==> config.mk <==
export PLATFORM = sky130hd
export DESIGN_NAME = pmb_top
export DESIGN_NICKNAME = d
export VERILOG_FILES = /design/src/verilog/pmb_pkg.sv /design/src/verilog/pmb_reg_if.sv /design/src/verilog/pmb_mask_regs.sv /design/src/verilog/pmb_event_flags.sv /design/src/verilog/pmb_top.sv
export SDC_FILE = /design/constraint.sdc
export NUM_CORES = 1
export LEC_CHECK = 0
export ABC_AREA = 1
export ABC_CLOCK_PERIOD_IN_PS = 4680
export BUFFER_PORTS_ARGS = -buffer_cell sky130_fd_sc_hd__buf_4
export CAP_MARGIN = 10
export CELL_PAD_IN_SITES_DETAIL_PLACEMENT = 0
export CELL_PAD_IN_SITES_GLOBAL_PLACEMENT = 2
export CORE_UTILIZATION = 33
export DETAILED_ROUTE_END_ITERATION = 12
export HOLD_SLACK_MARGIN = 0.1
export PLACE_DENSITY_LB_ADDON = 0.1
export SETUP_SLACK_MARGIN = 0.3
export SLEW_MARGIN = 25
export SYNTH_ARGS = -nofsm -noshare
export SYNTH_HDL_FRONTEND = slang
export SYNTH_HIERARCHICAL = 1
export SYNTH_SLANG_ARGS = --single-unit
==> constraint.sdc <==
create_clock -name clock -period 4.68 [get_ports clock]
set_input_delay 0.702 -clock clock [delete_from_list [all_inputs] [get_ports clock]]
set_output_delay 0.702 -clock clock [all_outputs]
set_load 0.01 [all_outputs]
==> src/verilog/pmb_pkg.sv <==
// Constants, types and helpers shared by the power-management interrupt mask bank.
// Assumes a single 100 MHz clock and a synchronous active-low reset in every user.
// Operation
// - Mask 0 lets event flag; 1 suppresses.
// - First top mask bit 7 gates power-good.
// - Masks never alter raw status bits.
// - First top mask bit gates sync-clock flag.
// - First top mask bit 2 gates thermal warning.
// - First top mask bit 0 gates sample-ready.
// - Second mask bit 0 gates reset; 7:1 reserved.
// - Host writes to reset mask bit do nothing.
// - Converter mask bit 7 gates output-invalid edge.
// - Converter mask bit 6 gates output-valid edge.
package pmb_pkg;

  // Register offsets on the serial port.
  localparam logic [7:0] TOP_MASK_ONE_OFS = 8'h20;
  localparam logic [7:0] TOP_MASK_TWO_OFS = 8'h21;
  localparam logic [7:0] CONV_MASK_OFS    = 8'h22;

  // Field positions inside the mask registers.
  localparam int unsigned PG_MASK_BIT      = 7;
  localparam int unsigned SYNC_MASK_BIT    = 4;
  localparam int unsigned THERM_MASK_BIT   = 2;
  localparam int unsigned SAMPLE_MASK_BIT  = 0;
  localparam int unsigned REGRST_MASK_BIT  = 0;
  localparam int unsigned CONV_FALL_BIT    = 7;
  localparam int unsigned CONV_RISE_BIT    = 6;

  // Values in reset, fields taken from OTP, and host-writable fields.
  localparam logic [7:0] MASK_RESET         = 8'h00;
  localparam logic [7:0] TOP_ONE_OTP_FIELDS = 8'h95;
  localparam logic [7:0] TOP_TWO_OTP_FIELDS = 8'h01;
  localparam logic [7:0] CONV_OTP_FIELDS    = 8'hDD;
  localparam logic [7:0] TOP_ONE_WR_FIELDS  = 8'hFF;
  localparam logic [7:0] TOP_TWO_WR_FIELDS  = 8'hFE;
  localparam logic [7:0] CONV_WR_FIELDS     = 8'hDD;
  localparam logic [7:0] READ_UNMAPPED      = 8'h00;

  // Flag vector layout.
  localparam int unsigned FLAG_W     = 6;
  localparam int unsigned FLG_PG     = 0;
  localparam int unsigned FLG_SYNC   = 1;
  localparam int unsigned FLG_THERM  = 2;
  localparam int unsigned FLG_SAMPLE = 3;
  localparam int unsigned FLG_REGRST = 4;
  localparam int unsigned FLG_CONV   = 5;

  // Serial port constants; the device address value is arbitrary.
  localparam logic [6:0] DEV_ADDR_DEFAULT = 7'h3A;
  localparam logic [3:0] BITS_PER_BYTE    = 4'h8;
  localparam logic [3:0] LAST_READ_BIT    = 4'h7;
  localparam logic [3:0] BIT_CNT_RESET    = 4'h0;
  localparam logic [7:0] PTR_RESET        = 8'h00;

  typedef enum logic [3:0] {
    ST_IDLE,
    ST_ADDR,
    ST_ADDR_ACK,
    ST_PTR,
    ST_PTR_ACK,
    ST_WR,
    ST_WR_ACK,
    ST_RD,
    ST_RD_ACK
  } pmb_i2c_state_t;

  function automatic logic pmb_hit(input logic [7:0] addr, input logic [7:0] ofs);
    return addr == ofs;
  endfunction : pmb_hit

endpackage : pmb_pkg

==> src/verilog/pmb_reg_if.sv <==
// Register access and mask distribution between the serial port, mask bank and flags.
// Assumes all users sit on the same clock.
`timescale 1ns/1ps
interface pmb_reg_if;
  logic       wr_en;
  logic [7:0] addr;
  logic [7:0] wdata;
  logic [7:0] rdata;
  logic [7:0] mask_top_one;
  logic [7:0] mask_top_two;
  logic [7:0] mask_conv;
  logic       masks_valid;

  modport bus (output wr_en, output addr, output wdata, input rdata);
  modport regs (input wr_en, input addr, input wdata, output rdata,
                output mask_top_one, output mask_top_two, output mask_conv,
                output masks_valid);
  modport flags (input mask_top_one, input mask_top_two, input mask_conv,
                 input masks_valid);
endinterface : pmb_reg_if

==> src/verilog/pmb_mask_regs.sv <==
// The three mask registers, their OTP load after reset and their read decode.
// Assumes OTP values are stable from reset release onward.
`timescale 1ns/1ps
module pmb_mask_regs
  import pmb_pkg::*;
(
  // Clock and reset.
  input  wire logic       clock,
  input  wire logic       rst_b,
  // OTP defaults.
  input  wire logic [7:0] otp_top_mask_one,
  input  wire logic [7:0] otp_top_mask_two,
  input  wire logic [7:0] otp_conv_mask,
  // Register side.
  pmb_reg_if.regs         rif
);

  logic [7:0] top_one_reg;
  logic [7:0] top_two_reg;
  logic [7:0] conv_reg;
  logic       loaded_reg;
  logic [7:0] top_one_next;
  logic [7:0] top_two_next;
  logic [7:0] conv_next;

  wire hit_one  = pmb_hit(rif.addr, TOP_MASK_ONE_OFS);
  wire hit_two  = pmb_hit(rif.addr, TOP_MASK_TWO_OFS);
  wire hit_conv = pmb_hit(rif.addr, CONV_MASK_OFS);

  // The first cycle after reset loads OTP and wins over any host write.
  always_comb begin
    top_one_next = top_one_reg;
    top_two_next = top_two_reg;
    conv_next    = conv_reg;
    if (!loaded_reg) begin
      top_one_next = otp_top_mask_one & TOP_ONE_OTP_FIELDS;
      top_two_next = otp_top_mask_two & TOP_TWO_OTP_FIELDS;
      conv_next    = otp_conv_mask & CONV_OTP_FIELDS;
    end else if (rif.wr_en) begin
      if (hit_one) begin
        top_one_next = rif.wdata & TOP_ONE_WR_FIELDS;
      end
      if (hit_two) begin
        top_two_next = (top_two_reg & ~TOP_TWO_WR_FIELDS)
                     | (rif.wdata & TOP_TWO_WR_FIELDS);
      end
      if (hit_conv) begin
        conv_next = rif.wdata & CONV_WR_FIELDS;
      end
    end
  end

  always_ff @(posedge clock) begin
    if (!rst_b) begin
      top_one_reg <= MASK_RESET;
      top_two_reg <= MASK_RESET;
      conv_reg    <= MASK_RESET;
      loaded_reg  <= 1'b0;
    end else begin
      top_one_reg <= top_one_next;
      top_two_reg <= top_two_next;
      conv_reg    <= conv_next;
      loaded_reg  <= 1'b1;
    end
  end

  assign rif.rdata = hit_one  ? top_one_reg :
                     hit_two  ? top_two_reg :
                     hit_conv ? conv_reg    : READ_UNMAPPED;
  assign rif.mask_top_one = top_one_reg;
  assign rif.mask_top_two = top_two_reg;
  assign rif.mask_conv    = conv_reg;
  assign rif.masks_valid  = loaded_reg;

endmodule : pmb_mask_regs

==> src/verilog/pmb_event_flags.sv <==
// Sticky interrupt flags gated by the masks, and the combined interrupt output.
// Assumes event pulses and clears come from logic on the same clock.
`timescale 1ns/1ps
module pmb_event_flags
  import pmb_pkg::*;
(
  // Clock and reset.
  input  wire logic              clock,
  input  wire logic              rst_b,
  // Masks.
  pmb_reg_if.flags               rif,
  // Events and clears.
  input  wire logic              power_good_event,
  input  wire logic              sync_clk_event,
  input  wire logic              thermal_warning_event,
  input  wire logic              current_sample_ready_event,
  input  wire logic              reg_reset_event,
  input  wire logic              conv_one_pg_rise_event,
  input  wire logic              conv_one_pg_fall_event,
  input  wire logic [FLAG_W-1:0] flag_clear,
  // Results.
  output logic      [FLAG_W-1:0] flags,
  output logic                   irq_active
);

  logic [FLAG_W-1:0] flag_reg;
  logic [FLAG_W-1:0] flag_next;
  logic              irq_reg;
  logic              irq_next;
  logic [FLAG_W-1:0] flag_set;
  logic [FLAG_W-1:0] enabled;

  wire conv_rise_ok = ~rif.mask_conv[CONV_RISE_BIT];
  wire conv_fall_ok = ~rif.mask_conv[CONV_FALL_BIT];

  // A mask bit of zero lets the event through.
  assign enabled[FLG_PG]     = ~rif.mask_top_one[PG_MASK_BIT];
  assign enabled[FLG_SYNC]   = ~rif.mask_top_one[SYNC_MASK_BIT];
  assign enabled[FLG_THERM]  = ~rif.mask_top_one[THERM_MASK_BIT];
  assign enabled[FLG_SAMPLE] = ~rif.mask_top_one[SAMPLE_MASK_BIT];
  assign enabled[FLG_REGRST] = ~rif.mask_top_two[REGRST_MASK_BIT];
  assign enabled[FLG_CONV]   = conv_rise_ok | conv_fall_ok;

  // Nothing is evaluated until the OTP defaults are in place.
  assign flag_set[FLG_PG]     = rif.masks_valid & power_good_event & enabled[FLG_PG];
  assign flag_set[FLG_SYNC]   = rif.masks_valid & sync_clk_event & enabled[FLG_SYNC];
  assign flag_set[FLG_THERM]  = rif.masks_valid & thermal_warning_event & enabled[FLG_THERM];
  assign flag_set[FLG_SAMPLE] = rif.masks_valid & current_sample_ready_event
                              & enabled[FLG_SAMPLE];
  assign flag_set[FLG_REGRST] = rif.masks_valid & reg_reset_event & enabled[FLG_REGRST];
  assign flag_set[FLG_CONV]   = rif.masks_valid
                              & ((conv_one_pg_rise_event & conv_rise_ok)
                              | (conv_one_pg_fall_event & conv_fall_ok));

  // A set in the same cycle as a clear wins.
  assign flag_next = flag_set | (flag_reg & ~flag_clear);
  assign irq_next  = |(flag_next & enabled);

  always_ff @(posedge clock) begin
    if (!rst_b) begin
      flag_reg <= '0;
      irq_reg  <= 1'b0;
    end else begin
      flag_reg <= flag_next;
      irq_reg  <= irq_next;
    end
  end

  assign flags      = flag_reg;
  assign irq_active = irq_reg;

endmodule : pmb_event_flags

==> src/verilog/pmb_top.sv <==
// Top of the interrupt mask bank: serial port slave, mask registers, flags, status.
// Assumes scl and sda arrive asynchronously from the pins and that the pin pad
// pulls sda low while sda_oe is high; event and status inputs share this clock.
`timescale 1ns/1ps
module pmb_top
  import pmb_pkg::*;
#(
  parameter logic [6:0] DEV_ADDR = DEV_ADDR_DEFAULT
)
(
  // Clock and reset.
  input  wire logic              clock,
  input  wire logic              rst_b,
  // Serial port pins.
  input  wire logic              scl_in,
  input  wire logic              sda_in,
  output logic                   sda_out,
  output logic                   sda_oe,
  // OTP mask defaults.
  input  wire logic [7:0]        otp_top_mask_one,
  input  wire logic [7:0]        otp_top_mask_two,
  input  wire logic [7:0]        otp_conv_mask,
  // Events.
  input  wire logic              power_good_event,
  input  wire logic              sync_clk_event,
  input  wire logic              thermal_warning_event,
  input  wire logic              current_sample_ready_event,
  input  wire logic              reg_reset_event,
  input  wire logic              conv_one_pg_rise_event,
  input  wire logic              conv_one_pg_fall_event,
  // Flag clears from the flag registers.
  input  wire logic [FLAG_W-1:0] flag_clear,
  // Raw conditions.
  input  wire logic              power_good_raw_in,
  input  wire logic              sync_clk_raw_in,
  input  wire logic              thermal_warning_raw_in,
  input  wire logic              conv_one_pg_raw_in,
  // Status views.
  output logic                   power_good_raw_state,
  output logic                   sync_clk_state,
  output logic                   thermal_warning_state,
  output logic                   conv_one_pg_state,
  // Flags and interrupt.
  output logic      [FLAG_W-1:0] irq_flags,
  output logic                   irq_active
);

  pmb_reg_if rif ();

  // Pin synchronisers; the third stage only serves edge detection.
  logic [1:0] scl_sync_reg;
  logic [1:0] sda_sync_reg;
  logic       scl_last_reg;
  logic       sda_last_reg;

  always_ff @(posedge clock) begin
    if (!rst_b) begin
      scl_sync_reg <= 2'h3;
      sda_sync_reg <= 2'h3;
      scl_last_reg <= 1'b1;
      sda_last_reg <= 1'b1;
    end else begin
      scl_sync_reg <= {scl_sync_reg[0], scl_in};
      sda_sync_reg <= {sda_sync_reg[0], sda_in};
      scl_last_reg <= scl_sync_reg[1];
      sda_last_reg <= sda_sync_reg[1];
    end
  end

  wire scl_s      = scl_sync_reg[1];
  wire sda_s      = sda_sync_reg[1];
  wire scl_rise   = scl_s & ~scl_last_reg;
  wire scl_fall   = ~scl_s & scl_last_reg;
  wire start_det  = scl_s & scl_last_reg & sda_last_reg & ~sda_s;
  wire stop_det   = scl_s & scl_last_reg & ~sda_last_reg & sda_s;

  // Serial slave state.
  pmb_i2c_state_t state_reg;
  pmb_i2c_state_t state_next;
  logic [3:0]     bit_cnt_reg;
  logic [3:0]     bit_cnt_next;
  logic [7:0]     shift_reg;
  logic [7:0]     shift_next;
  logic [7:0]     ptr_reg;
  logic [7:0]     ptr_next;
  logic           rw_reg;
  logic           rw_next;
  logic           sda_oe_reg;
  logic           sda_oe_next;
  logic           wr_pulse;

  wire byte_done  = scl_fall & (bit_cnt_reg == BITS_PER_BYTE);
  wire addr_match = shift_reg[7:1] == DEV_ADDR;
  wire [7:0] shift_in  = {shift_reg[6:0], sda_s};
  wire [3:0] bit_cnt_inc = bit_cnt_reg + 4'h1;
  wire [7:0] ptr_inc     = ptr_reg + 8'h01;

  always_comb begin
    state_next   = state_reg;
    bit_cnt_next = bit_cnt_reg;
    shift_next   = shift_reg;
    ptr_next     = ptr_reg;
    rw_next      = rw_reg;
    wr_pulse     = 1'b0;
    if (stop_det) begin
      state_next = ST_IDLE;
    end else if (start_det) begin
      state_next   = ST_ADDR;
      bit_cnt_next = BIT_CNT_RESET;
    end else begin
      case (state_reg)
        ST_IDLE: begin
          state_next = ST_IDLE;
        end
        ST_ADDR, ST_PTR, ST_WR: begin
          if (scl_rise) begin
            shift_next   = shift_in;
            bit_cnt_next = bit_cnt_inc;
          end
          if (byte_done) begin
            bit_cnt_next = BIT_CNT_RESET;
            if (state_reg == ST_ADDR) begin
              rw_next    = shift_reg[0];
              state_next = addr_match ? ST_ADDR_ACK : ST_IDLE;
            end else if (state_reg == ST_PTR) begin
              ptr_next   = shift_reg;
              state_next = ST_PTR_ACK;
            end else begin
              wr_pulse   = 1'b1;
              state_next = ST_WR_ACK;
            end
          end
        end
        ST_ADDR_ACK: begin
          if (scl_fall) begin
            if (rw_reg) begin
              shift_next = rif.rdata;
              state_next = ST_RD;
            end else begin
              state_next = ST_PTR;
            end
          end
        end
        ST_PTR_ACK: begin
          if (scl_fall) begin
            state_next = ST_WR;
          end
        end
        ST_WR_ACK: begin
          if (scl_fall) begin
            ptr_next   = ptr_inc;
            state_next = ST_WR;
          end
        end
        ST_RD: begin
          if (scl_fall) begin
            if (bit_cnt_reg == LAST_READ_BIT) begin
              bit_cnt_next = BIT_CNT_RESET;
              ptr_next     = ptr_inc;
              state_next   = ST_RD_ACK;
            end else begin
              shift_next   = {shift_reg[6:0], 1'b0};
              bit_cnt_next = bit_cnt_inc;
            end
          end
        end
        ST_RD_ACK: begin
          if (scl_rise && sda_s) begin
            state_next = ST_IDLE;
          end else if (scl_fall) begin
            shift_next = rif.rdata;
            state_next = ST_RD;
          end
        end
        default: begin
          state_next = ST_IDLE;
        end
      endcase
    end
  end

  // Pull sda low to acknowledge and to send zero bits of read data.
  always_comb begin
    case (state_next)
      ST_ADDR_ACK, ST_PTR_ACK, ST_WR_ACK: begin
        sda_oe_next = 1'b1;
      end
      ST_RD: begin
        sda_oe_next = ~shift_next[7];
      end
      default: begin
        sda_oe_next = 1'b0;
      end
    endcase
  end

  always_ff @(posedge clock) begin
    if (!rst_b) begin
      state_reg   <= ST_IDLE;
      bit_cnt_reg <= BIT_CNT_RESET;
      shift_reg   <= MASK_RESET;
      ptr_reg     <= PTR_RESET;
      rw_reg      <= 1'b0;
      sda_oe_reg  <= 1'b0;
    end else begin
      state_reg   <= state_next;
      bit_cnt_reg <= bit_cnt_next;
      shift_reg   <= shift_next;
      ptr_reg     <= ptr_next;
      rw_reg      <= rw_next;
      sda_oe_reg  <= sda_oe_next;
    end
  end

  assign rif.wr_en = wr_pulse;
  assign rif.addr  = ptr_reg;
  assign rif.wdata = shift_reg;
  assign sda_out   = 1'b0;
  assign sda_oe    = sda_oe_reg;

  pmb_mask_regs pmb_mask_regs_i (
    .clock            (clock),
    .rst_b            (rst_b),
    .otp_top_mask_one (otp_top_mask_one),
    .otp_top_mask_two (otp_top_mask_two),
    .otp_conv_mask    (otp_conv_mask),
    .rif              (rif)
  );

  pmb_event_flags pmb_event_flags_i (
    .clock                      (clock),
    .rst_b                      (rst_b),
    .rif                        (rif),
    .power_good_event           (power_good_event),
    .sync_clk_event             (sync_clk_event),
    .thermal_warning_event      (thermal_warning_event),
    .current_sample_ready_event (current_sample_ready_event),
    .reg_reset_event            (reg_reset_event),
    .conv_one_pg_rise_event     (conv_one_pg_rise_event),
    .conv_one_pg_fall_event     (conv_one_pg_fall_event),
    .flag_clear                 (flag_clear),
    .flags                      (irq_flags),
    .irq_active                 (irq_active)
  );

  // Status views follow the raw conditions with no mask in the path.
  always_ff @(posedge clock) begin
    if (!rst_b) begin
      power_good_raw_state  <= 1'b0;
      sync_clk_state        <= 1'b0;
      thermal_warning_state <= 1'b0;
      conv_one_pg_state     <= 1'b0;
    end else begin
      power_good_raw_state  <= power_good_raw_in;
      sync_clk_state        <= sync_clk_raw_in;
      thermal_warning_state <= thermal_warning_raw_in;
      conv_one_pg_state     <= conv_one_pg_raw_in;
    end
  end

endmodule : pmb_top

======== Word-level counts from Yosys, hierarchy flattened ========
Cells that the tools add are included.
storage, ports and cells
  output and inout port bits .............. 13
  flip-flop bits (word level) ............. 66
  logic and storage cells ................. 178
cells by class
  mux-type cells .......................... 57
  equality and inequality tests ........... 36
  bitwise logic cells ..................... 42
  add/subtract/negate cells ............... 2
  reduce and logical (&&, ||, !) cells .... 18
operators by type and width
  cell                                                              number
  8-bit two-way mux                                                 24
  4-bit two-way mux                                                 14
  4-bit by 3-bit == test with 1-bit output (second input constant)  8
  8-bit one-hot mux with 4 select lines                             1
  2-bit != test (second input constant)                             15
  8-bit by 6-bit == test with 1-bit output (second input constant)  3
  8-bit one-hot mux with 3 select lines                             1
  1-bit AND                                                         21
  4-bit one-hot mux with 5 select lines                             1
  1-bit inverter                                                    14
  6-bit AND                                                         2
  4-bit by 2-bit == test with 1-bit output (second input constant)  3
  2-bit AND reduction                                               6
  1-bit two-way mux                                                 10
  10-bit AND reduction                                              1
  9-bit AND reduction                                               1
  8-bit by 1-bit adder with 8-bit output (second input constant)    1
  4-bit == test (second input constant)                             2
  1-bit by 8-bit OR with 8-bit output                               1
  4-bit one-hot mux with 2 select lines                             1
  7-bit by 6-bit == test with 1-bit output (second input constant)  1
  3-bit two-way mux                                                 2
  6-bit inverter                                                    1
  6-bit OR                                                          1
  16 further kinds                                                  20

======== Depth between registers and ports, before layout ========
  depth in word-level cells ............... 11
  depth in mapped cells ................... 15

======== Hierarchy ========
The synthesis kept the hierarchy.
modules (own cells, without submodules)
  module           area an instance (µm²)  seq. area each (µm²)  instances  cells each
  pmb_top          2033.2                  720.7                 1          310
  pmb_mask_regs    1286.2                  460.4                 1          203
  pmb_event_flags  351.6                   140.1                 1          58

======== Worst setup path after synthesis ========
OpenSTA, ideal clock, no wires.
  path kind ............................... flip-flop to flip-flop
  start ................................... reg scl_sync_reg[1]
  end ..................................... reg pmb_mask_regs_i.top_one_reg[0] (netlist: pmb_mask_regs_i/rif.mask_top_one[0])
  arrival time ............................ 1.564 ns
  cell stages (with the launch flop) ...... 12
  data required time ...................... 4.562 ns
  library setup time ...................... 0.118 ns
  setup slack ............................. 2.998 ns
  clock period less this slack ............ 1.682 ns
  path through ............................ dfxtp_1 -> inv_2 -> nand2_1 -> nor2_1 -> nand2_1 -> nor3_1 -> buf_2 -> nand3_2 -> nand2_1 -> nor2_1 -> nor2_1 -> nor2_1
on the way
  longest elaborated chain between the ends .. 9
ends and longest elaborated chain
  element                                               RTL line             text
  start, declared                                       pmb_top.sv:51        logic [1:0] scl_sync_reg;
  start signal, assigned                                pmb_top.sv:63        scl_sync_reg <= {scl_sync_reg[0], scl_in};
  1-bit inverter                                        pmb_top.sv:73        wire scl_fall = ~scl_s & scl_last_reg;
  1-bit AND                                             pmb_top.sv:73
  1-bit AND                                             pmb_top.sv:92        wire byte_done = scl_fall & (bit_cnt_reg == BITS_PER_BYTE);
  1-bit two-way mux                                     pmb_top.sv:120       if (byte_done) begin
  1-bit two-way mux                                     pmb_top.sv:111       case (state_reg)
  1-bit two-way mux                                     pmb_top.sv:107       end else if (start_det) begin
  1-bit two-way mux *                                   pmb_top.sv:105       if (stop_det) begin
  named net rif.wr_en                                   pmb_reg_if.sv:5      logic wr_en;
  2-bit by 1-bit != test with 1-bit output (no line) *  n/a
  2-bit AND reduction (no line) *                       n/a
  end signal, assigned                                  pmb_mask_regs.sv:60  top_one_reg <= top_one_next;
  end, declared                                         pmb_mask_regs.sv:18  logic [7:0] top_one_reg;
Mark *: on every way through the listed nets, which the timed path passes. The rest lies on a longest branch.
A chain may end at the register's enable or synchronous reset.

======== Final worst setup path ========
  start ................................... reg ptr_reg[2]
  end ..................................... reg sda_oe_reg (netlist: sda_oe)
on the way
  longest elaborated chain between the ends .. 11
ends and longest elaborated chain
  element                                   RTL line                        text
  start, declared                           pmb_top.sv:84                   logic [7:0] ptr_reg;
  start signal, assigned                    pmb_top.sv:209                  ptr_reg <= ptr_next;
  8-bit by 6-bit == test with 1-bit output  pmb_pkg.sv:69                   return addr == ofs;
  8-bit two-way mux                         pmb_mask_regs.sv:69             hit_conv ? conv_reg : READ_UNMAPPED;
  8-bit two-way mux                         pmb_mask_regs.sv:68             hit_two ? top_two_reg :
  8-bit two-way mux *                       pmb_mask_regs.sv:67             assign rif.rdata = hit_one ? top_one_reg :
  named net rif.rdata[7]                    pmb_reg_if.sv:8                 logic [7:0] rdata;
  8-bit two-way mux (on tied branches)      pmb_top.sv:170, pmb_top.sv:136
  8-bit two-way mux (on tied branches)      pmb_top.sv:168, pmb_top.sv:135
  8-bit one-hot mux with 4 select lines *   pmb_top.sv:111
  8-bit two-way mux *                       pmb_top.sv:107
  8-bit two-way mux *                       pmb_top.sv:105
  1-bit inverter *                          pmb_top.sv:189                  sda_oe_next = ~shift_next[7];
  1-bit one-hot mux with 2 select lines *   pmb_top.sv:184                  case (state_next)
  end signal, assigned                      pmb_top.sv:211                  sda_oe_reg <= sda_oe_next;
  end, declared                             pmb_top.sv:88                   logic sda_oe_reg;
Mark *: on every way through the listed nets, which the timed path passes. The rest lies on a longest branch. The select of a mux whose other input is x is not followed.

==> impl_metrics.yaml <==
timing:
  hold_viol: 0
  worstMarginPinSlew_ns: 0.9059
  rsz0062_at_grt: "no"
  relSlewSlack_pct: 39.53
  final.setup_skew_ns: 0.01239
  max_freq_mhz: 456.1
  setup_viol: 0
  slew_viol_final: 0
  tns_ns: 0
  post-route-min-period_ns: 2.192
  finalCritPeriodShare_pct: 46.84
setup_path:
  critPathCapture: "sda_oe$_SDFF_PN0_"
  worstPathArrival_ns: 2.49
  crit_slowest_cell: "dfxtp_1"
  path_cells: "inv_1, nand2_2, nor3_4, nand2_1, o211ai_1, inv_1, nand3_1, nand3_1, nand2_1, nor3_1, nand3_1, nand2_1, nand2_1, nor2_1"
  crit_type: "register to register"
  start_kind: "register"
  path_max_fanout: 7
  r2r_cells: 14
  r2r_start: "ptr_reg[2]$_SDFFE_PN0P_"
  required_ns: 4.98
  endpoint_kind: "register"
  worstSetupStartpoint: "ptr_reg[2]$_SDFFE_PN0P_"
  worstReg2RegEnd: "sda_oe$_SDFF_PN0_"
  crit_top_cell: "nand2_1"
  r2r_setup_slack_ns: 2.49
  cpPeakStageDelay_ns: 0.46
cells_and_area:
  drive_gt1_share_pct: 15.10
  num-nets-final: 659
  area_growth_pct: 18.02
  n_antenna_cell: 0
  post-route-util_pct: 39.94
global_routing:
  grt_pass1_vias: 3404
  grt_max_degree: 24
  grt_overflow: 0
  antenna_found_initial: 0
  grt_pass1_wl_mm: 16.84
  grt_use_total_pct: 19.10
yosys:
  synth_warnings: 6
  synthesis.area_sq_um: 3652
  syn_nets: 616
  synth.avg_cell_area_sq_um: 6.430
  synthCells: 568
clock_tree:
  postCtsSetupRepairBufs: 0
  clk_pin_slew_ns: 0.08
  clockBufferDepth: 2
  cts_root_buf: "clkbuf_8"
  htree_levels: 3
  cts_resized: 0
  clk_latency_ns: 0.36
  cts_inserted_buffers: 9
  cts_tree: "built"
  cts_hold_buf: 0
  cts_num_sinks: 66
power_and_ir_drop:
  peakVddDrop_uv: 146.5
  p_per_area_nw_per_um2: 289.0
  p_leak_uw: 0.001961
drt:
  vias_per_cell: 4.741
  drt-pass1-iter-count: 4
  drt_iter0_markers: 136
  wire_per_inst_microns: 13.45
  wirelength_mm: 10.17
  vias: 3584
  ant_nets: 0
  drc_errors: 0
floorplanning:
  rows: 38
  die_h_microns: 107.2
  core_sq_um: 10790
  ios: 58
  die_area_sq_um: 11490
  initial_utilization_pct: 33.84
  die_w_microns: 107.2
place:
  io_buffer_count: 43
  gp_congestion: 0.8357
  dp_hpwl_mm: 7.506
status:
  status: "finished, final reports clean"
flow_run:
  maxCapViolCount: 0
worst_hold_path:
  hold_path.class: "register to register"
[power by group]
part | switching [uW] | internal, uW | total [uW]
clock network | 253 | 304 | 557
registers | 13.1 | 575 | 588
logic | 54.7 | 45.1 | 99.8
total | 321 | 925 | 1250
[per-stage QoR]
step | hold WS (ns) | setup slack, ns | std cells | area [sq um] | total power, uW
2_1_floorplan | 0.3925 | 2.998 | 568 | 3652 | 657.2
3_3_place_gp | 0.3945 | 2.574 | 740 | 4085 | 702.6
3_5_place_dp | 0.4000 | 2.540 | 740 | 4085 | 703.2
4_1_cts | 0.4198 | 2.507 | 756 | 4310 | 1264
5_1_grt | 0.4256 | 2.162 | 756 | 4310 | 1304
6_report | 0.4097 | 2.488 | 756 | 4310 | 1246
[critical path: cells and delay by family, from the launching register on]
family,cells,cell delay [ns]
AOI/OAI and AO/OA,1,0.13
buffers and inverters,2,0.18
DFF,1,0.46
and+or+nand+nor,11,1.35
[area by class of cell]
class	instances	area, sq um
clock buffers	9	123.9
flip-flops and latches	66	1321
fillers	1215	6482
inverters	81	304.0
well taps	140	175.2
clock inverters	7	101.3
repair buffers	44	330.3
multi-input cells	409	1954
[per-layer routing]
| metal | global-route usage (%) | routed length (microns) | up-vias | part of all wire, % |
|---|---|---|---|---|
| met3 | 2.553 | 384 | 12 | 3.8 |
| met5 | 0 | 0 | - | 0 |
| li1 | - | - | 1879 | - |
| met4 | 8.415 | 202 | 0 | 2.0 |
| met2 | 32.90 | 4888 | 58 | 48 |
| met1 | 23.67 | 4695 | 1635 | 46 |
[how the worst min path moves through the flow]
stage / from / to / slack (ns) / depth (start not counted)
4_1_cts: scl_sync_reg[0]$_SDFF_PN1_ / scl_sync_reg[1]$_SDFF_PN1_ / 0.42 / 1
5_1_grt: scl_sync_reg[0]$_SDFF_PN1_ / scl_sync_reg[1]$_SDFF_PN1_ / 0.43 / 1
2_1_floorplan: scl_sync_reg[0]$_SDFF_PN1_ / scl_sync_reg[1]$_SDFF_PN1_ / 0.39 / 1
3_3_place_gp: sda_sync_reg[0]$_SDFF_PN1_ / sda_sync_reg[1]$_SDFF_PN1_ / 0.39 / 1
6_report: scl_sync_reg[0]$_SDFF_PN1_ / scl_sync_reg[1]$_SDFF_PN1_ / 0.41 / 1
3_5_place_dp: scl_sync_reg[0]$_SDFF_PN1_ / scl_sync_reg[1]$_SDFF_PN1_ / 0.40 / 1
[layout by cell type (no fill, tap or decap), types with 2 or more instances in the layout]
master / n
inv_2: 5
nor2_1: 75
nor2_2: 8
nor3_1: 8
clkbuf_8: 9
o211ai_1: 5
buf_4: 44
ha_1: 3
nand3_2: 2
a31oi_1: 2
nand3_4: 2
xnor2_1: 2
nand2_2: 3
nor2_4: 2
or2_2: 5
nand3_1: 40
dfxtp_1: 66
clkinvlp_4: 2
nand2_1: 161
o21a_1: 8
bufinv_16: 2
inv_1: 75
inv_6: 2
a21oi_1: 38
o21ai_0: 25
nand3b_1: 2
nand4_1: 6
a211oi_1: 2
No activity file was read; power rests on OpenSTA's default activity.
